===== src/core/wakeup_pkg.sv =====
// constants, field layouts and helpers for the standby wakeup block
// assumes an apb register bus with 32-bit data and word-aligned registers
package wakeup_pkg;

   // register indices; byte address is four times the index
   localparam logic [7:0] IDX_POLICY = 8'ha5; // wakeup_source_policy
   localparam logic [7:0] IDX_PIN_EN_HIGH = 8'hce; // pin_wakeup_enable_high
   localparam logic [7:0] IDX_PIN_EN_LOW = 8'hcf; // pin_wakeup_enable_low
   localparam logic [7:0] IDX_OP_MODE = 8'hae; // operational_mode_control
   localparam logic [7:0] IDX_SPI_SLAVE = 8'h10; // spi_slave_control
   localparam logic [7:0] IDX_INT_EN_ONE = 8'h11; // interrupt_enable_group_one
   localparam logic [7:0] IDX_IRQ_STATUS = 8'h12; // sticky event status, read only
   localparam logic [7:0] IDX_IRQ_CLEAR = 8'h13; // write one to clear, write only
   localparam logic [7:0] IDX_IRQ_ENABLE = 8'h14; // interrupt output enables
   localparam logic [7:0] IDX_LIVE = 8'h15; // live wakeup state, read only

   localparam int ADDR_W = 12; // apb address width
   localparam int IDX_LSB = 2; // word aligned
   localparam logic [7:0] REG_RESET = 8'h00; // every register resets to zero

   // policy field positions
   localparam int POL_RADIO_LSB = 6;
   localparam int POL_TICK_LSB = 4;
   localparam int POL_PIN_LSB = 2;
   localparam int POL_MISC_LSB = 0;

   // policy codes
   localparam logic [1:0] POLICY_IF_ENABLED = 2'h0;
   localparam logic [1:0] POLICY_ALWAYS = 2'h2;

   // interrupt enable group one bit positions
   localparam int IEN_RADIO_BIT = 1;
   localparam int IEN_PIN_BIT = 3;
   localparam int IEN_MISC_BIT = 4;
   localparam int IEN_TICK_BIT = 5;

   localparam int OPM_LOW_POL_BIT = 2; // subset of pins active low
   localparam int SPI_EN_BIT = 0; // spi slave enable

   // sticky status layout
   localparam int ST_MISC = 0; // miscellaneous interrupt
   localparam int ST_PIN = 1; // pin wakeup interrupt
   localparam int ST_WAKE = 2; // wakeup request raised
   localparam int ST_W = 3;

   localparam int PIN_EN_W = 16; // two eight-bit enable registers
   localparam int PIN_W = 32; // four eight-bit ports

   // package variants
   typedef enum logic [2:0]
   {
      PKG_48 = 3'h1,
      PKG_32 = 3'h2,
      PKG_24 = 3'h4
   } pkg_variant_t;

   // enable bits that map to a pin, per variant
   localparam logic [15:0] VALID_48 = 16'hffff;
   localparam logic [15:0] VALID_32 = 16'h7fff;
   localparam logic [15:0] VALID_24 = 16'h007f;
   // enable bits whose pin has selectable polarity
   localparam logic [15:0] POLSEL_48 = 16'h0044;
   localparam logic [15:0] POLSEL_32 = 16'h1440; // port 1 pins 4 and 2, port 0 pin 6
   localparam logic [15:0] POLSEL_24 = 16'h0040;
   // flat pin vector offsets of each port
   localparam int PORT1_BASE = 8;
   localparam int PORT2_BASE = 16;
   localparam int PORT3_BASE = 24;
   localparam int HIGH_BASE = 8; // first bit of the high enable register
   localparam int TOP_BIT = 15; // high register bit 7

   // one source under its two-bit policy
   function automatic logic policy_wake(input logic [1:0] policy, input logic ien, input logic irq);
      logic w;
      w = 1'b0;
      if (policy == POLICY_IF_ENABLED)
      begin
         w = irq & ien;
      end
      else if (policy == POLICY_ALWAYS)
      begin
         w = irq;
      end
      return w;
   endfunction

endpackage

===== src/core/pin_wakeup_if.sv =====
// carrier between the register core and the pin mapper
// assumes both ends run on the same clock; the mapper is combinational
`timescale 1ns/1ps
`default_nettype none
interface pin_wakeup_if;
   import wakeup_pkg::*;
   logic [PIN_EN_W-1:0] enable; // per-bit wakeup enables
   logic low_polarity; // selectable pins active low
   logic [PIN_W-1:0] pins; // synchronised port pins
   logic [PIN_EN_W-1:0] hits; // enabled, active pins
   modport core (output enable, output low_polarity, output pins, input hits);
   modport mapper (input enable, input low_polarity, input pins, output hits);
endinterface
`default_nettype wire


===== src/core/pin_wakeup_map.sv =====
// maps the sixteen enable bits onto port pins for one package variant
// assumes pins are already synchronised to the block clock
`timescale 1ns/1ps
`default_nettype none
module pin_wakeup_map
   import wakeup_pkg::*;
#(
   parameter pkg_variant_t VARIANT = PKG_48
)
(
   pin_wakeup_if.mapper bus
);

   ////////////////////////////////////////////////////////////////////////
   // per-variant masks
   wire logic [15:0] valid_mask; // bits that reach a pin
   wire logic [15:0] polsel_mask; // bits with selectable polarity
   assign valid_mask = (VARIANT == PKG_48) ? VALID_48 : (VARIANT == PKG_32) ? VALID_32 : VALID_24;
   assign polsel_mask = (VARIANT == PKG_48) ? POLSEL_48 : (VARIANT == PKG_32) ? POLSEL_32 : POLSEL_24;

   ////////////////////////////////////////////////////////////////////////
   // one wakeup term per enable bit
   genvar i;
   generate
      for (i = 0; i < PIN_EN_W; i++)
      begin : g_bit
         wire logic pin; // pin behind this bit
         wire logic active; // pin after polarity
         if (VARIANT == PKG_48)
         begin : g_48
            // low bits on port 2, high on port 3, top bit on port 1 pin 7
            if (i < HIGH_BASE)
            begin : g_lo
               assign pin = bus.pins[PORT2_BASE + i];
            end
            else if (i < TOP_BIT)
            begin : g_hi
               assign pin = bus.pins[PORT3_BASE + i - HIGH_BASE];
            end
            else
            begin : g_top
               assign pin = bus.pins[PORT1_BASE + 7];
            end
         end
         else
         begin : g_small
            // low bits on port 0, high bits on port 1
            assign pin = bus.pins[i];
         end
         // selectable pins go active low when asked, the rest stay high
         assign active = pin ^ (polsel_mask[i] & bus.low_polarity);
         assign bus.hits[i] = bus.enable[i] & valid_mask[i] & active;
      end
   endgenerate

endmodule
`default_nettype wire


===== src/core/standby_wakeup_source_control.sv =====
// standby wakeup source control: apb registers, source policy, pin wakeup
// assumes pins and chip select are asynchronous; interrupt sources, standby
// and clock enable come from logic on pclk
//
// Behaviour
// - policy applies only while in standby
// - radio field 7:6, enabled/always/ignore
// - tick field 5:4, enabled/always/ignore
// - pin wakeup field 3:2, enabled/always/ignore
// - miscellaneous field 1:0, enabled/always/ignore
// - miscellaneous from crystal, adc or random
// - enable bits gate pins, reset zero
// - 48-pin mapping on ports 1, 2, 3
// - 32-pin mapping on ports 0, 1; 24-pin mapping on port 0 pins 0 to 6 only
// - only listed pins have selectable polarity
// - mode bit 2 selects active-low subset
// - spi chip select wakes, active low
//
// Implementation choice: the APB register port.
`timescale 1ns/1ps
`default_nettype none
module standby_wakeup_source_control
   import wakeup_pkg::*;
#(
   parameter pkg_variant_t VARIANT = PKG_48
)
(
   input wire logic pclk,
   input wire logic presetn,
   input wire logic clk_en,
   input wire logic psel,
   input wire logic penable,
   input wire logic pwrite,
   input wire logic [ADDR_W-1:0] paddr,
   input wire logic [31:0] pwdata,
   output logic [31:0] prdata,
   output logic pready,
   output logic pslverr,
   input wire logic standby,
   input wire logic radio_interrupt,
   input wire logic real_time_counter,
   input wire logic high_freq_crystal_oscillator,
   input wire logic adc_data_ready,
   input wire logic random_ready,
   input wire logic [7:0] port0,
   input wire logic [7:0] port1,
   input wire logic [7:0] port2,
   input wire logic [7:0] port3,
   input wire logic spi_slave_chip_select_n,
   output logic wakeup_request,
   output logic miscellaneous_interrupt,
   output logic pin_wakeup_interrupt,
   output logic irq
);

   ////////////////////////////////////////////////////////////////////////
   // registers
   logic [7:0] policy_q; // wakeup_source_policy
   logic [7:0] pin_en_high_q; // pin_wakeup_enable_high
   logic [7:0] pin_en_low_q; // pin_wakeup_enable_low
   logic [7:0] op_mode_q; // operational_mode_control
   logic [7:0] spi_ctl_q; // spi_slave_control
   logic [7:0] ien_q; // interrupt_enable_group_one
   logic [ST_W-1:0] status_q; // sticky events
   logic [ST_W-1:0] status_d; // next sticky events
   logic [ST_W-1:0] irq_en_q; // interrupt output enables
   logic [31:0] prdata_q; // read data, loaded in setup
   logic wake_q; // registered wakeup request
   logic pin_irq_q; // registered pin wakeup level

   // two-flop synchroniser for the pins and chip select
   logic [PIN_W:0] sync1_q; // first stage, read only by second
   logic [PIN_W:0] sync2_q; // second stage, safe to use

   ////////////////////////////////////////////////////////////////////////
   // apb address decode
   wire logic [7:0] idx; // register index
   wire logic addr_low_ok; // low and top address bits zero
   wire logic setup_ph; // first cycle of a transfer
   wire logic access_ph; // completing cycle
   wire logic wr_en; // write takes effect now
   wire logic sel_policy;
   wire logic sel_en_high;
   wire logic sel_en_low;
   wire logic sel_op_mode;
   wire logic sel_spi;
   wire logic sel_ien;
   wire logic sel_status;
   wire logic sel_clear;
   wire logic sel_irq_en;
   wire logic sel_live;
   wire logic mapped; // address hits a register
   logic [31:0] rd_mux; // selected read value

   assign idx = paddr[IDX_LSB +: 8];
   assign addr_low_ok = (paddr[IDX_LSB-1:0] == 2'h0) && (paddr[ADDR_W-1:IDX_LSB+8] == 2'h0);
   assign setup_ph = psel & ~penable;
   assign access_ph = psel & penable & clk_en;
   assign sel_policy = addr_low_ok && (idx == IDX_POLICY);
   assign sel_en_high = addr_low_ok && (idx == IDX_PIN_EN_HIGH);
   assign sel_en_low = addr_low_ok && (idx == IDX_PIN_EN_LOW);
   assign sel_op_mode = addr_low_ok && (idx == IDX_OP_MODE);
   assign sel_spi = addr_low_ok && (idx == IDX_SPI_SLAVE);
   assign sel_ien = addr_low_ok && (idx == IDX_INT_EN_ONE);
   assign sel_status = addr_low_ok && (idx == IDX_IRQ_STATUS);
   assign sel_clear = addr_low_ok && (idx == IDX_IRQ_CLEAR);
   assign sel_irq_en = addr_low_ok && (idx == IDX_IRQ_ENABLE);
   assign sel_live = addr_low_ok && (idx == IDX_LIVE);
   assign mapped = sel_policy | sel_en_high | sel_en_low | sel_op_mode | sel_spi | sel_ien
      | sel_status | sel_clear | sel_irq_en | sel_live;
   assign wr_en = access_ph & pwrite & mapped;

   // zero-wait slave; frozen while clock enable is low
   assign pready = access_ph;
   assign pslverr = access_ph & ~mapped;
   assign prdata = prdata_q;

   ////////////////////////////////////////////////////////////////////////
   // pin mapping
   pin_wakeup_if pbus();
   wire logic spi_en; // chip select counts as a wakeup pin
   wire logic csn_hit; // chip select low while enabled
   wire logic pin_event; // any enabled pin active

   assign pbus.enable = {pin_en_high_q, pin_en_low_q};
   assign pbus.low_polarity = op_mode_q[OPM_LOW_POL_BIT];
   assign pbus.pins = sync2_q[PIN_W-1:0];
   assign spi_en = spi_ctl_q[SPI_EN_BIT];
   assign csn_hit = spi_en & ~sync2_q[PIN_W];
   assign pin_event = (|pbus.hits) | csn_hit;

   pin_wakeup_map #(
      .VARIANT(VARIANT)
   ) u_map (
      .bus(pbus)
   );

   ////////////////////////////////////////////////////////////////////////
   // source policy
   wire logic misc_event; // any miscellaneous cause
   wire logic wake_radio;
   wire logic wake_tick;
   wire logic wake_pin;
   wire logic wake_misc;
   wire logic wake_any; // qualified source in standby

   assign misc_event = high_freq_crystal_oscillator | adc_data_ready | random_ready;
   assign wake_radio = policy_wake(policy_q[POL_RADIO_LSB +: 2], ien_q[IEN_RADIO_BIT], radio_interrupt);
   assign wake_tick = policy_wake(policy_q[POL_TICK_LSB +: 2], ien_q[IEN_TICK_BIT], real_time_counter);
   assign wake_pin = policy_wake(policy_q[POL_PIN_LSB +: 2], ien_q[IEN_PIN_BIT], pin_irq_q);
   assign wake_misc = policy_wake(policy_q[POL_MISC_LSB +: 2], ien_q[IEN_MISC_BIT],
      status_q[ST_MISC]);
   assign wake_any = standby & (wake_radio | wake_tick | wake_pin | wake_misc);

   assign wakeup_request = wake_q;
   assign miscellaneous_interrupt = status_q[ST_MISC];
   assign pin_wakeup_interrupt = pin_irq_q;
   assign irq = |(status_q & irq_en_q);

   ////////////////////////////////////////////////////////////////////////
   // sticky status: a set in the clearing cycle wins
   wire logic [ST_W-1:0] st_set; // events this cycle
   wire logic [ST_W-1:0] st_clr; // software clears this cycle
   assign st_set = {wake_any, pin_event, misc_event};
   assign st_clr = (wr_en & sel_clear) ? pwdata[ST_W-1:0] : {ST_W{1'b0}};

   always_comb
   begin
      status_d = (status_q & ~st_clr) | st_set;
   end

   ////////////////////////////////////////////////////////////////////////
   // read mux
   always_comb
   begin
      rd_mux = 32'h0000_0000;
      if (sel_policy)
      begin
         rd_mux[7:0] = policy_q;
      end
      else if (sel_en_high)
      begin
         rd_mux[7:0] = pin_en_high_q;
      end
      else if (sel_en_low)
      begin
         rd_mux[7:0] = pin_en_low_q;
      end
      else if (sel_op_mode)
      begin
         rd_mux[7:0] = op_mode_q;
      end
      else if (sel_spi)
      begin
         rd_mux[7:0] = spi_ctl_q;
      end
      else if (sel_ien)
      begin
         rd_mux[7:0] = ien_q;
      end
      else if (sel_status)
      begin
         rd_mux[ST_W-1:0] = status_q;
      end
      else if (sel_irq_en)
      begin
         rd_mux[ST_W-1:0] = irq_en_q;
      end
      else if (sel_live)
      begin
         // live pin hits, chip select hit, standby, request
         rd_mux[PIN_EN_W-1:0] = pbus.hits;
         rd_mux[PIN_EN_W] = csn_hit;
         rd_mux[PIN_EN_W+1] = standby;
         rd_mux[PIN_EN_W+2] = wake_q;
      end
   end

   ////////////////////////////////////////////////////////////////////////
   // synchroniser for asynchronous pins
   always_ff @(posedge pclk or negedge presetn)
   begin
      if (!presetn)
      begin
         sync1_q <= '0;
         sync2_q <= '0;
      end
      else if (clk_en)
      begin
         sync1_q <= {spi_slave_chip_select_n, port3, port2, port1, port0};
         sync2_q <= sync1_q;
      end
   end

   ////////////////////////////////////////////////////////////////////////
   // configuration registers
   always_ff @(posedge pclk or negedge presetn)
   begin
      if (!presetn)
      begin
         policy_q <= REG_RESET;
         pin_en_high_q <= REG_RESET;
         pin_en_low_q <= REG_RESET;
         op_mode_q <= REG_RESET;
         spi_ctl_q <= REG_RESET;
         ien_q <= REG_RESET;
         irq_en_q <= '0;
      end
      else if (wr_en)
      begin
         if (sel_policy)
         begin
            policy_q <= pwdata[7:0];
         end
         if (sel_en_high)
         begin
            pin_en_high_q <= pwdata[7:0];
         end
         if (sel_en_low)
         begin
            pin_en_low_q <= pwdata[7:0];
         end
         if (sel_op_mode)
         begin
            op_mode_q <= pwdata[7:0];
         end
         if (sel_spi)
         begin
            spi_ctl_q <= pwdata[7:0];
         end
         if (sel_ien)
         begin
            ien_q <= pwdata[7:0];
         end
         if (sel_irq_en)
         begin
            irq_en_q <= pwdata[ST_W-1:0];
         end
      end
   end

   ////////////////////////////////////////////////////////////////////////
   // status, wakeup and read data
   always_ff @(posedge pclk or negedge presetn)
   begin
      if (!presetn)
      begin
         status_q <= '0;
         wake_q <= 1'b0;
         pin_irq_q <= 1'b0;
         prdata_q <= 32'h0000_0000;
      end
      else if (clk_en)
      begin
         status_q <= status_d;
         wake_q <= wake_any;
         pin_irq_q <= pin_event;
         if (setup_ph)
         begin
            prdata_q <= rd_mux;
         end
      end
   end

endmodule
`default_nettype wire


===== config.mk =====
export PLATFORM = sky130hd
export DESIGN_NAME = standby_wakeup_source_control
export DESIGN_NICKNAME = d
export VERILOG_FILES = /design/src/core/wakeup_pkg.sv /design/src/core/pin_wakeup_if.sv /design/src/core/pin_wakeup_map.sv /design/src/core/standby_wakeup_source_control.sv
export SDC_FILE = /design/constraint.sdc
export NUM_CORES = 1
export LEC_CHECK = 0
export BUFFER_PORTS_ARGS = -buffer_cell sky130_fd_sc_hd__buf_2
export CELL_PAD_IN_SITES_DETAIL_PLACEMENT = 1
export CELL_PAD_IN_SITES_GLOBAL_PLACEMENT = 2
export CORE_UTILIZATION = 36
export DETAILED_ROUTE_END_ITERATION = 10
export PLACE_DENSITY_LB_ADDON = 0.1
export RECOVER_POWER = 25
export SYNTH_ARGS = -nofsm -noshare
export SYNTH_HDL_FRONTEND = slang
export SYNTH_SLANG_ARGS = --single-unit

===== constraint.sdc =====
create_clock -name pclk -period 3.6 [get_ports pclk]
set_clock_uncertainty 0.2 [all_clocks]
set_input_delay 0 -clock pclk [delete_from_list [all_inputs] [get_ports pclk]]
set_output_delay 0 -clock pclk [all_outputs]
set_load 0.01 [all_outputs]

======== Word-level counts from Yosys, hierarchy flattened ========
Cells that the tools add are included.
operators by class
  bitwise gates (word level) .............. 53
  reduce and logical (&&, ||, !) cells .... 27
  muxes and demuxes ....................... 26
  equality and inequality tests ........... 14
operator list
  operator            count
  $mux 11             6
  $eq 8x5->1 const B  6
  $mux 8              6
  $eq 8x8->1 const B  4
  $mux 16             2
  $and 1x1->1         29
  $mux 19             1
  $reduce_and 2->1    8
  $reduce_or 16->1    1
  $or 1x1->1          15
  $logic_not 2->1     6
  $logic_and 1x1->1   11
  $mux 3              3
  $eq 2x2->1 const B  4
  $mux 1              8
  $and 3x3->3         2
  $not 1->1           3
  $not 3->3           1
  $or 3x3->3          1
  $reduce_or 3->1     1
  $xor 1x1->1         2
word-level totals
  word-level logic and storage cells ...... 133
  register bits after elaboration ......... 141
  output and inout port bits .............. 38

======== Longest topological paths before layout ========
Gate-level depths: netlist (run 1).
  depth after elaboration ................. 18
  mapped depth ............................ 8
  mapped depth without buffers ............ 5

======== Hierarchy ========
From an unflattened synthesis (run 1), not the netlist that was laid out.
unflattened totals
  cell total of the unflattened synthesis .. 528
  area total of the unflattened synthesis .. 6414.9 µm²
modules (own cells, without submodules)
  module                         sequential area each (µm²)  instances  cells each  area an instance (µm²)
  standby_wakeup_source_control  3528.4                      1          510         6297.3
  pin_wakeup_map                 0.0                         1          18          117.6

======== Worst setup path before layout (run 1) ========
Ideal clock, no wire load.
  path kind ............................... input to register
  start ................................... input port clk_en
  end ..................................... register pin_en_high_q[0]
  setup time .............................. 0.125 ns
  setup slack ............................. 1.863 ns
  data arrival time ....................... 1.412 ns
  cell stages on the path ................. 5
  path through ............................ buf_2 > and3_1 > nand2_2 > nor4_4 > mux2_2
on the way
  word-level cells in the longest chain between the ends .. 4
ends and longest elaborated chain
  item                               line                                  source
  start, declared                    standby_wakeup_source_control.sv:30   input wire logic clk_en,
  $and 1x1->1                        standby_wakeup_source_control.sv:98   assign access_ph = psel & penable & clk_en;
  via pready                         standby_wakeup_source_control.sv:37   output logic pready,
  $and 1x1->1 (2 in a row)           standby_wakeup_source_control.sv:111  assign wr_en = access_ph & pwrite & mapped;
  $reduce_and 2->1 (no source line)  --
  end signal, assigned               standby_wakeup_source_control.sv:257  pin_en_high_q <= pwdata[7:0];
  end, declared                      standby_wakeup_source_control.sv:59   logic [7:0] pin_en_high_q;
The timed path passes the listed nets, and every way through them passes these cells.
A chain may end at the register's enable or synchronous reset.

======== Worst setup path in the final report (run 1) ========
  start ................................... input port clk_en
  end ..................................... register status_q[0]
on the way
  word-level cells in the longest chain between the ends .. 8
ends and longest elaborated chain
  item                      line                                  source
  $and 1x1->1               standby_wakeup_source_control.sv:98
  $and 1x1->1 (2 in a row)  standby_wakeup_source_control.sv:111
  $and 1x1->1               standby_wakeup_source_control.sv:165  assign st_clr = (wr_en & sel_clear) ? pwdata[ST_W-1:0] : {ST_W{1'b0}};
  $mux 3                    standby_wakeup_source_control.sv:165
  $not 3->3                 standby_wakeup_source_control.sv:169  status_d = (status_q & ~st_clr) | st_set;
  $and 3x3->3               standby_wakeup_source_control.sv:169
  $or 3x3->3                standby_wakeup_source_control.sv:169
  end signal, assigned      standby_wakeup_source_control.sv:295  status_q <= status_d;
  end, declared             standby_wakeup_source_control.sv:64   logic [ST_W-1:0] status_q;
Parallel ways exist; a longest one is shown, timed or not.

==> results of run 1 <==
==> area by class of cell <==
type | instances | area, sq um | area share
sequential | 109 | 2730 | 0.428
timing repair buffer | 116 | 758 | 0.119
tap | 180 | 225 | 0.0353
multi-input combinational | 307 | 2370 | 0.371
clock buffer | 11 | 243 | 0.0380
clock inverter | 3 | 23.8 | 0.00373
inverter | 9 | 33.8 | 0.00530
==> metrics by stage <==
step / hold slack [ns] / setup slack [ns] / utilization / power [mW] / area (sq um)
floorplan: -0.496 / 1.86 / - / 1.47 / 5310
detailed placement: -0.194 / 1.17 / 0.411 / 1.58 / 5770
CTS: 0.0223 / 1.11 / 0.457 / 2.55 / 6410
global route: 0.0485 / 0.949 / 0.454 / 2.63 / 6380
global placement: -0.196 / 1.13 / 0.411 / 1.58 / 5770
finish: 0.0226 / 1.03 / 0.454 / 2.51 / 6380
==> cells by family after synthesis <==
kind of cell / Yosys count / share of synthesized area
and+or+nand+nor: 113 / 0.138
DFF: 109 / 0.518
AOI/OAI and AO/OA: 91 / 0.112
muxes: 88 / 0.187
buffers and inverters: 39 / 0.0400
xor gates and xnor gates: 2 / 0.00333
other: 1 / 0.000713
==> path summary, 6_finish.rpt <==
check / end / depth (start not counted) / slack (ns) / startpoint
max in group asynchronous: sync2_q[19] / 4 / 1.57 / presetn
min: status_q[2] / 5 / 0.02 / radio_interrupt
min reg2reg: prdata[18] / 2 / 0.29 / prdata[18]
max reg2reg: pin_wakeup_interrupt / 4 / 1.57 / pin_en_low_q[4]
min in group asynchronous: status_q[2] / 4 / 0.74 / presetn
max: status_q[0] / 8 / 1.03 / clk_en
==> state kept, by name, indices dropped and copies added (netlist names), 8 cells and up <==
| name | flops |
|---|---|
| policy_q | 8 |
| prdata | 19 |
| pin_en_high_q | 8 |
| sync2_q | 17 |
| pin_en_low_q | 8 |
| ien_q | 8 |
| op_mode_q | 8 |
| sync1_q | 17 |
| spi_ctl_q | 8 |
==> tightest hold or removal path, stage by stage <==
cell      delay [ns]
buf_2           0.08
o211ai_1        0.08
nand4_1         0.19
nand3_1         0.13
nand2_1         0.06
==> per-layer routing <==
layer / share of wire / routed length [um] / track usage / vias up
li1: - / - / - / 1831
met1: 0.47 / 7050 / 0.299 / 2032
met2: 0.47 / 7030 / 0.345 / 101
met3: 0.036 / 536 / 0.0254 / 28
met4: 0.029 / 431 / 0.0983 / 0
met5: 0 / 0 / 0 / -
==> synth_stat cells (all sizes together) (3+ instances only) <==
cell type / count
and2: 3
buf: 24
dfrtp: 109
a21oi: 15
a21o: 6
nor4: 4
o31ai: 3
nor3: 6
a32o: 7
nor2: 10
inv: 9
nand2: 41
or4: 3
mux2i: 4
nand3: 11
o211ai: 4
clkbuf: 6
or3: 4
o21ai: 26
a31oi: 9
o22ai: 9
nand2b: 4
nor2b: 7
nand4: 10
mux2: 84
==> report_power, final <==
part / switching, mW / total, mW / internal, mW
sequential: 0.0433 / 1.33 / 1.29
clock: 0.449 / 0.932 / 0.483
combinational: 0.135 / 0.254 / 0.119
==> load_flow_metrics.sql, run 1 <==
INSERT INTO impl_metrics (metric_group, metric, value, unit) VALUES
('status', 'run_status', 'finished clean', ''),
('detailed_routing', 'routed_vias', '3992', ''),
('placement', 'place.detailed.hpwl', '10.9', 'mm'),
('floorplan', 'core_area', '0.0140', 'sq mm'),
('synth', 'syn-cell-area', '0.00526', 'sq mm'),
('cts', 'clock_sinks', '109', ''),
('placement', 'port-buffer-count', '73', ''),
('detailed_routing', 'wl', '15.0', 'mm'),
('setup_path', 'crit_type', 'in2reg', ''),
('cts', 'clk_path_buf_depth', '2', ''),
('detailed_routing', 'drc', '0', ''),
('synth', 'yosys.area.top_type_share', '0.518', ''),
('setup_path', 'cell_chain_of_the_critical_path', 'dlygate4sd3_1 -> clkbuf_1 -> and3_1 -> nand2_2 -> or4_4 -> o21ai_1 -> nand2_1 -> dlygate4sd3_1', ''),
('power_and_ir_drop', 'p_leak', '2.86', 'nW'),
('synth', 'synth-async-reset-ratio', '1.00', ''),
('grt', 'grt-ovfl-total', '0', ''),
('grt', 'globalRouteTotalUtil', '0.218', ''),
('grt', 'antenna_found_initial', '0', ''),
('floorplan', 'top_level_ports', '127', ''),
('finish', 'insertedDiodeCount', '0', ''),
('cts', 'cts.reportedPaths.clkPinSlew', '0.07', 'ns'),
('grt', 'grt_first_pass_wirelength', '23.9', 'mm'),
('synth', 'postSynthRegisterBits', '109', ''),
('cts', 'cts_root_buf', 'clkbuf_16', ''),
('finish', 'layout_common_cells', '109 x dfrtp_1, 82 x mux2_2, 49 x buf_2', ''),
('setup_path', 'max_stage_delay', '0.59', 'ns'),
('power_and_ir_drop', 'powerDensity', '394', 'mW/mm^2'),
('synth', 'postSynthAreaPerCell', '11.9', 'sq um'),
('synth', 'synth_area_leader_cell', 'dfrtp_1', ''),
('floorplan', 'die-height', '123', 'um'),
('floorplan', 'start_util', '0.375', ''),
('cts', 'cts_tree', 'yes', ''),
('finish', 'instances_no_fill', '735', ''),
('floorplan', 'placement_rows', '43', ''),
('placement', 'finalWeightedCongestion', '0.807', ''),
('run', 'cap_violations', '0', ''),
('synth', 'synthesis.instances', '443', ''),
('hold_path', 'hold_path.class', 'in2reg', ''),
('setup_path', 'critical_path_peak_fanout', '7', ''),
('timing', 'final_min_period_over_clock_period', '0.714', ''),
('detailed_routing', 'detail_route.wl_per_cell', '20.5', 'um'),
('floorplan', 'die_area', '0.0151', 'sq mm'),
('grt', 'grt_pass1_vias', '4252', ''),
('setup_path', 'critPathBufInv', '3', ''),
('cts', 'cts_repair_resize_count', '0', ''),
('setup_path', 'kind_of_end_point_of_the_critical_path', 'flip-flop', ''),
('synth', 'ys.flop_type', 'dfrtp_1', ''),
('timing', 'maxSlewViolCount', '0', ''),
('synth', 'yosysUniqueCellTypes', '56', ''),
('setup_path', 'cp_slowest_cell', 'or4_4', ''),
('timing', 'report.final.setup_viol', '0', ''),
('setup_path', 'dominant_delay_contributor_by_cell_family_on_the_critical_path', 'buffers and inverters', ''),
('grt', 'grt_start_max_net_pins', '40', ''),
('timing', 'fin_tns_setup', '0', 'ns'),
('finish', 'fillers', '1534', ''),
('setup_path', 'cp.arrival', '2.61', 'ns'),
('cts', 'h-tree-depth', '3', ''),
('synth', 'ys_top_cells_by_area', 'dfrtp_1 52%, mux2_2 18%, nand2_1 2.6%', ''),
('synth', 'synth_sequential_area_ratio', '0.518', ''),
('placement', 'place_inst', '684', ''),
('finish', 'final_net_count', '641', ''),
('power_and_ir_drop', 'power.ir.vdd_worst', '0.211', 'mV'),
('finish', 'drive_gt1_frac', '0.305', ''),
('cts', 'worstSkewPairLatency', '0.35', 'ns'),
('finish', 'layout.cells.most_common', 'dfrtp_1', ''),
('setup_path', 'worstSetupStartpointType', 'input pin', ''),
('timing', 'hold_violations', '0', ''),
('timing', 'timing.slew.headroom', '0.386', ''),
('finish', 'area_growth', '21.3', '%'),
('cts', 'post_cts_hold_buffer_count', '37', ''),
('floorplan', 'die_w', '123', 'um');
No activity file was read; power rests on OpenSTA's default activity.
==> run 2, diff against run 1 <==
--- a/config.mk
+++ b/config.mk
@@ -5,10 +5,11 @@
 export SDC_FILE = /design/constraint.sdc
 export NUM_CORES = 1
 export LEC_CHECK = 0
+export ABC_AREA = 1
 export BUFFER_PORTS_ARGS = -buffer_cell sky130_fd_sc_hd__buf_2
 export CELL_PAD_IN_SITES_DETAIL_PLACEMENT = 1
 export CELL_PAD_IN_SITES_GLOBAL_PLACEMENT = 2
-export CORE_UTILIZATION = 36
+export CORE_UTILIZATION = 31
 export DETAILED_ROUTE_END_ITERATION = 10
 export PLACE_DENSITY_LB_ADDON = 0.1
 export RECOVER_POWER = 25
==> constraint.sdc (replaced) <==
create_clock -name pclk -period 2.5 [get_ports pclk]
set_clock_uncertainty 0.2 [all_clocks]
set_input_delay 0 -clock pclk [delete_from_list [all_inputs] [get_ports pclk]]
set_output_delay 0 -clock pclk [all_outputs]
set_load 0.01 [all_outputs]
==> run 2 against run 1 <==
Setup slack got worse by 0.86 ns. Largest power group unchanged. Sequential cell count is the same. Die area up 21%. Area after synthesis up 4.4%. Total power grew 43%. Clock power is 52% higher. Wire length grew 11%. Largest cell class unchanged. Sequential share of layout area fell by 2.3 points.
==> load_flow_metrics.sql, run 2 <==
INSERT INTO impl_metrics (metric_group, metric, value, unit) VALUES
('status', 'run_status', 'finished clean', ''),
('run', 'cap_violations', '0', ''),
('floorplan', 'top_level_ports', '127', ''),
('setup_path', 'critical_path_peak_fanout', '32', ''),
('synth', 'yosysUniqueCellTypes', '41', ''),
('grt', 'grt-ovfl-total', '0', ''),
('finish', 'drive_gt1_frac', '0.177', ''),
('synth', 'postSynthRegisterBits', '109', ''),
('floorplan', 'placement_rows', '48', ''),
('floorplan', 'start_util', '0.318', ''),
('timing', 'timing.slew.headroom', '0.190', ''),
('cts', 'tritoncts.num_buffers', '9', ''),
('grt', 'antenna_found_initial', '0', ''),
('synth', 'post_synth_most_frequent_cells', '257 x nand2_1, 109 x dfrtp_1, 39 x inv_1, 36 x o21ai_1, 32 x nand3_1', ''),
('power_and_ir_drop', 'powerDensity', '532', 'mW/mm^2'),
('detailed_routing', 'detail_route.wl_per_cell', '16.6', 'um'),
('cts', 'cts_root_buf', 'clkbuf_16', ''),
('finish', 'insertedDiodeCount', '0', ''),
('floorplan', 'core_area', '0.0173', 'sq mm'),
('placement', 'finalWeightedCongestion', '0.799', ''),
('detailed_routing', 'wl', '16.7', 'mm'),
('synth', 'synth_area_leader_cell', 'dfrtp_1', ''),
('setup_path', 'worstSetupStartpointType', 'input pin', ''),
('setup_path', 'cp_slowest_cell', 'inv_1', ''),
('setup_path', 'worst-endpoint-required', '2.59', 'ns'),
('detailed_routing', 'routed_vias', '4724', ''),
('cts', 'cts_tree', 'yes', ''),
('grt', 'grt_pass1_vias', '4760', ''),
('cts', 'clk_path_buf_depth', '2', ''),
('placement', 'port-buffer-count', '73', ''),
('setup_path', 'max_stage_delay', '0.73', 'ns'),
('finish', 'fillers', '2114', ''),
('synth', 'synth.yosys.warnings', '0', ''),
('finish', 'largest_register_ff_count', '19', ''),
('floorplan', 'die_w', '135', 'um'),
('hold_path', 'hold_path.class', 'in2reg', ''),
('detailed_routing', 'vias_per_cell', '4.71', ''),
('synth', 'synth-async-reset-ratio', '1.00', ''),
('finish', 'post_route_cell_area', '0.00674', 'sq mm'),
('power_and_ir_drop', 'p_leak', '3.35', 'nW'),
('finish', 'final-seq-area', '0.00273', 'sq mm'),
('power_and_ir_drop', 'power.ir.vdd_worst', '0.389', 'mV'),
('grt', 'grt_first_pass_wirelength', '26.7', 'mm'),
('detailed_routing', 'detailedRoute.firstIterationViolations', '249', ''),
('floorplan', 'die_area', '0.0183', 'sq mm'),
('detailed_routing', 'drt_pass_1_iters', '4', ''),
('timing', 'layout_min_cycle_time', '2.33', 'ns'),
('finish', 'multi_input_area', '0.00239', 'sq mm'),
('grt', 'grt_start_max_net_pins', '46', ''),
('synth', 'ys.flop_type', 'dfrtp_1', ''),
('floorplan', 'die-height', '135', 'um'),
('detailed_routing', 'drc', '0', ''),
('timing', 'maxSlewViolCount', '0', ''),
('synth', 'synth_edf_count', '0', ''),
('timing', 'report.final.setup_viol', '0', ''),
('synth', 'synth_sequential_area_ratio', '0.496', ''),
('cts', 'h-tree-depth', '3', ''),
('setup_path', 'cell_chain_of_the_critical_path', 'dlygate4sd3_1 -> buf_2 -> inv_2 -> nor3_1 -> buf_4 -> inv_1 -> nand2_1 -> o21ai_0 -> dlygate4sd3_1', ''),
('finish', 'area_growth', '22.6', '%'),
('timing', 'timing_worst_slew_pin_value', '1.21', 'ns'),
('setup_path', 'kind_of_end_point_of_the_critical_path', 'flip-flop', ''),
('setup_path', 'cp.arrival', '2.42', 'ns'),
('timing', 'fin_tns_setup', '0', 'ns'),
('synth', 'postSynthAreaPerCell', '8.38', 'sq um'),
('timing', 'rsz_0062_raised_after_global_routing', 'false', ''),
('setup_path', 'crit_path_frequent_cell', 'dlygate4sd3_1', ''),
('synth', 'syn-cell-area', '0.00550', 'sq mm'),
('placement', 'place.detailed.hpwl', '12.4', 'mm'),
('setup_path', 'crit_type', 'in2reg', ''),
('cts', 'cts_repair_resize_count', '0', ''),
('grt', 'globalRouteTotalUtil', '0.196', ''),
('synth', 'synthesis.instances', '656', ''),
('timing', 'hold_violations', '0', ''),
('finish', 'layout.cells.most_common', 'nand2_1', ''),
('placement', 'placedInstanceArea', '0.00605', 'sq mm'),
('cts', 'worstSkewPairLatency', '0.35', 'ns'),
('synth', 'ys_top_cells_by_area', 'dfrtp_1 50%, nand2_1 18%, o21ai_1 3.3%', ''),
('finish', 'final_net_count', '863', ''),
('synth', 'post-synth-top-count-cell', 'nand2_1', ''),
('timing', 'max_freq', '0.429', 'GHz'),
('cts', 'cts.reportedPaths.clkPinSlew', '0.07', 'ns'),
('cts', 'clock_sinks', '109', ''),
('synth', 'yosys.area.top_type_share', '0.496', ''),
('detailed_routing', 'postRouteAntennaNets', '0', ''),
('finish', 'layout_common_cells', '257 x nand2_1, 109 x dfrtp_1, 54 x buf_2', ''),
('timing', 'final_min_period_over_clock_period', '0.932', '');
==> run 2: layout make-up <==
cell class	count	area share
repair buffers	128	0.130
clock buffers	12	0.0351
inverters	46	0.0260
well taps	225	0.0418
flip-flops and latches	109	0.405
multi-input cells	480	0.355
clock inverters	4	0.00724
==> run 2: where the power goes <==
part           internal (mW)  switching [mW]
clock network          0.778           0.647
registers               1.82          0.0357
logic                  0.117           0.189
total                   2.71           0.871
==> run 2: kinds of logic (layout without fill, tap and decap cells) <==
family | after synthesis | in the layout | share of synthesized area
flops | 109 | 109 | 0.496
buf+inv | 79 | 190 | 0.0763
other cells | 1 | 13 | 0.000682
compound gates | 93 | 93 | 0.103
simple gates | 374 | 374 | 0.323
==> run 2: per-layer routing <==
layer / wire [um] / track usage
met4: 150 / 0.0574
met2: 7990 / 0.316
met3: 492 / 0.0333
met5: 0 / 0
met1: 8060 / 0.270
==> run 2: critical path: cells and delay by family <==
kind                   cells  cell delay (ns)
and+or+nand+nor            2             0.14
AOI/OAI and AO/OA          1             0.11
buffers and inverters      6             2.18
==> run 2: final timing paths <==
check                                 start             end  slack, ns  cells after the start
worst min register to register  sync1_q[25]     sync1_q[25]       0.28                      2
worst max register to register     ien_q[5]  wakeup_request       0.43                      4
worst min-delay path               paddr[2]     status_q[2]       0.03                      6
max in group asynchronous           presetn     policy_q[3]       0.98                      3
worst max-delay path                 clk_en      prdata[17]       0.17                      9
min in group asynchronous           presetn     status_q[2]       0.24                      2
==> run 2: timing repair <==
item,4_1_cts,5_1_grt
endpoints found under the hold margin,188,0
hold buffers,43,0
endpoints found under the setup margin,0,0
buffers inserted,0,0
==> run 2: stage by stage <==
step,setup slack [ns],utilization,hold slack (ns),power (mW),instances
CTS,0.199,0.391,0.0106,3.65,1004
floorplan,0.864,-,-0.496,2.03,668
finish,0.170,0.390,0.0287,3.58,1004
detailed placement,0.384,0.350,-0.136,2.15,945
global placement,0.434,0.350,-0.152,2.15,945
global route,0.0206,0.390,0.0655,3.75,1004
==> run 3, diff against run 2 <==
--- a/config.mk
+++ b/config.mk
@@ -5,14 +5,13 @@
 export SDC_FILE = /design/constraint.sdc
 export NUM_CORES = 1
 export LEC_CHECK = 0
-export ABC_AREA = 1
+export ABC_AREA = 0
 export BUFFER_PORTS_ARGS = -buffer_cell sky130_fd_sc_hd__buf_2
 export CELL_PAD_IN_SITES_DETAIL_PLACEMENT = 1
 export CELL_PAD_IN_SITES_GLOBAL_PLACEMENT = 2
-export CORE_UTILIZATION = 31
+export CORE_UTILIZATION = 36
 export DETAILED_ROUTE_END_ITERATION = 10
 export PLACE_DENSITY_LB_ADDON = 0.1
-export RECOVER_POWER = 25
 export SYNTH_ARGS = -nofsm -noshare
 export SYNTH_HDL_FRONTEND = slang
 export SYNTH_SLANG_ARGS = --single-unit
==> constraint.sdc (replaced) <==
create_clock -name pclk -period 2.7 [get_ports pclk]
set_clock_uncertainty 0.2 [all_clocks]
set_input_delay 0 -clock pclk [delete_from_list [all_inputs] [get_ports pclk]]
set_output_delay 0 -clock pclk [all_outputs]
set_load 0.01 [all_outputs]
==> run 3 against run 2 <==
Highest routed layer unchanged. Critical endpoint is now status_q[0]. Global-route usage increased by 2.7 points. Setup slack got worse by 0.051 ns. Critical path depth decreased by 1. Non-clock buffer count decreased by 6. Final cell count shrank 26%. Die area shrank 17%. Final area fell by 3.5%. First-iteration DRC count down 34%. Clock power hardly changed. Via count fell by 16%.
==> load_flow_metrics.sql, run 3 (synthesized netlist as in run 1, its figures left out) <==
INSERT INTO impl_metrics (metric_group, metric, value, unit) VALUES
('status', 'run_status', 'finished clean', ''),
('detailed_routing', 'vias_per_cell', '5.38', ''),
('detailed_routing', 'detailedRoute.firstIterationViolations', '165', ''),
('setup_path', 'crit_start', 'paddr[11]', ''),
('finish', 'instances_no_fill', '742', ''),
('setup_path', 'ff_to_ff_start', 'pin_en_low_q[4]', ''),
('power_and_ir_drop', 'p_leak', '3.01', 'nW'),
('detailed_routing', 'drt_pass_1_iters', '5', ''),
('grt', 'grt_pass1_vias', '4234', ''),
('setup_path', 'r2r_cells', '4', ''),
('timing', 'max_freq', '0.387', 'GHz'),
('setup_path', 'crit_path_end', 'status_q[0]', ''),
('floorplan', 'placement_rows', '43', ''),
('cts', 'clock_sinks', '109', ''),
('finish', 'final_net_count', '647', ''),
('floorplan', 'die_w', '123', 'um'),
('power_and_ir_drop', 'seq_power_share', '0.501', ''),
('setup_path', 'reg2reg_to', 'pin_wakeup_interrupt', ''),
('detailed_routing', 'postRouteAntennaNets', '0', ''),
('setup_path', 'cp.arrival', '2.62', 'ns'),
('timing', 'fin_tns_setup', '0', 'ns'),
('detailed_routing', 'wl_met3', '826', 'um'),
('setup_path', 'crit_type', 'in2reg', ''),
('run', 'cap_violations', '0', ''),
('placement', 'port-buffer-count', '73', ''),
('timing', 'layout_min_cycle_time', '2.58', 'ns'),
('setup_path', 'kind_of_end_point_of_the_critical_path', 'flip-flop', ''),
('floorplan', 'die-height', '123', 'um'),
('floorplan', 'core_area', '0.0140', 'sq mm'),
('grt', 'grt-ovfl-total', '0', ''),
('finish', 'area_growth', '23.6', '%'),
('timing', 'rsz_0062_raised_after_global_routing', 'false', ''),
('power_and_ir_drop', 'powerDensity', '544', 'mW/mm^2'),
('finish', 'fillers', '1526', ''),
('cts', 'tritoncts.num_buffers', '9', ''),
('setup_path', 'critical_path_peak_fanout', '6', ''),
('finish', 'largest_register_ff_count', '19', ''),
('detailed_routing', 'routed_vias', '3991', ''),
('power_and_ir_drop', 'netSwitchingFraction', '0.240', ''),
('detailed_routing', 'drc', '0', ''),
('cts', 'clk_path_buf_depth', '2', ''),
('placement', 'place_worst_setup_slack', '0.542', 'ns'),
('grt', 'grt_start_max_net_pins', '68', ''),
('placement', 'place_inst', '692', ''),
('hold_path', 'hold_path.class', 'in2reg', ''),
('cts', 'h-tree-depth', '3', ''),
('setup_path', 'worst-endpoint-required', '2.74', 'ns'),
('power_and_ir_drop', 'clock_power_share', '0.400', ''),
('cts', 'cts_root_buf', 'clkbuf_16', ''),
('setup_path', 'worstSetupStartpointType', 'input pin', ''),
('finish', 'insertedDiodeCount', '0', ''),
('timing', 'finalWorstSetupSlack', '0.119', 'ns'),
('detailed_routing', 'top_layer_used', 'met4', ''),
('timing', 'timing_worst_slew_pin_value', '0.893', 'ns'),
('detailed_routing', 'wl_met1', '6.86', 'mm'),
('grt', 'antenna_found_initial', '0', ''),
('grt', 'grt_first_pass_wirelength', '24.3', 'mm'),
('detailed_routing', 'detail_route.wl_per_cell', '20.9', 'um'),
('power_and_ir_drop', 'gate_power_share', '0.099', ''),
('cts', 'cts.reportedPaths.clkPinSlew', '0.07', 'ns'),
('timing', 'report.final.setup_viol', '0', ''),
('timing', 'hold_violations', '0', ''),
('detailed_routing', 'met2_length', '7.53', 'mm'),
('timing', 'maxSlewViolCount', '0', ''),
('cts', 'cts_tree', 'yes', ''),
('power_and_ir_drop', 'p_switching', '0.849', 'mW'),
('detailed_routing', 'wl', '15.5', 'mm'),
('timing', 'hold_ws', '0.00449', 'ns'),
('timing', 'final_min_period_over_clock_period', '0.956', ''),
('floorplan', 'start_util', '0.375', ''),
('floorplan', 'top_level_ports', '127', ''),
('power_and_ir_drop', 'intPower', '2.69', 'mW'),
('floorplan', 'die_area', '0.0151', 'sq mm'),
('finish', 'layout.cells.most_common', 'dfrtp_1', ''),
('placement', 'place.detailed.hpwl', '11.2', 'mm'),
('finish', 'drive_gt1_frac', '0.359', ''),
('timing', 'timing.slew.headroom', '0.405', ''),
('cts', 'worstSkewPairLatency', '0.36', 'ns'),
('placement', 'finalWeightedCongestion', '0.790', ''),
('grt', 'globalRouteTotalUtil', '0.223', ''),
('finish', 'layout_common_cells', '109 x dfrtp_1, 82 x mux2_2, 72 x buf_2', ''),
('setup_path', 'reg2reg_setup_slack', '0.69', 'ns'),
('power_and_ir_drop', 'power.ir.vdd_worst', '0.435', 'mV');
[run 3: critical path: stages]
cell and delay [ns]:
dlygate4sd3_1 0.53, buf_2 0.14, nor4_4 0.45, nand2_4 0.18, or4_4 0.54, o21ai_1 0.15, nand2_1 0.07, dlygate4sd3_1 0.55
[run 3: power by group through the flow]
stage,clock [mW],combinational [mW],sequential [mW]
2_1_floorplan,0,0.168,1.79
4_1_cts,1.46,0.355,1.78
3_5_place_dp,0,0.316,1.81
5_1_grt,1.53,0.387,1.79
3_3_place_gp,0,0.307,1.80
6_report,1.42,0.350,1.77
[run 3: metrics by stage]
step | utilization | power [mW] | cell area [sq um]
finish | 0.463 | 3.54 | 6500
global route | 0.463 | 3.70 | 6500
CTS | 0.463 | 3.59 | 6500
detailed placement | 0.416 | 2.12 | 5840
global placement | 0.416 | 2.11 | 5840
floorplan | - | 1.96 | 5310
[run 3: metal layers]
layer	vias to the layer above	global-route usage
met3	17	0.0507
met2	104	0.355
li1	1845	-
met5	-	0
met1	2025	0.295
met4	0	0.0869
[run 3: worst min-delay path by stage]
stage	from	to	cells past startpoint
after floorplan	presetn	ien_q[0]	0
after global placement	presetn	prdata[18]	1
after detailed placement	presetn	prdata[18]	1
after CTS	radio_interrupt	status_q[2]	5
after global routing	radio_interrupt	status_q[2]	5
final	radio_interrupt	status_q[2]	5
[run 3: timing repair]
item,4_1_cts,5_1_grt
buffers inserted,0,0
hold buffers,35,0
gates resized for setup,0,0
hold endpoints to repair,139,0
[run 3: final cells by class]
| type | instances | area, sq um | area share |
|---|---|---|---|
| inverter | 9 | 33.8 | 0.00520 |
| multi-input combinational | 307 | 2370 | 0.364 |
| clock inverter | 6 | 86.3 | 0.0133 |
| clock buffer | 9 | 225 | 0.0346 |
| timing repair buffer | 122 | 836 | 0.129 |
| sequential | 109 | 2730 | 0.419 |
| tap | 180 | 225 | 0.0346 |
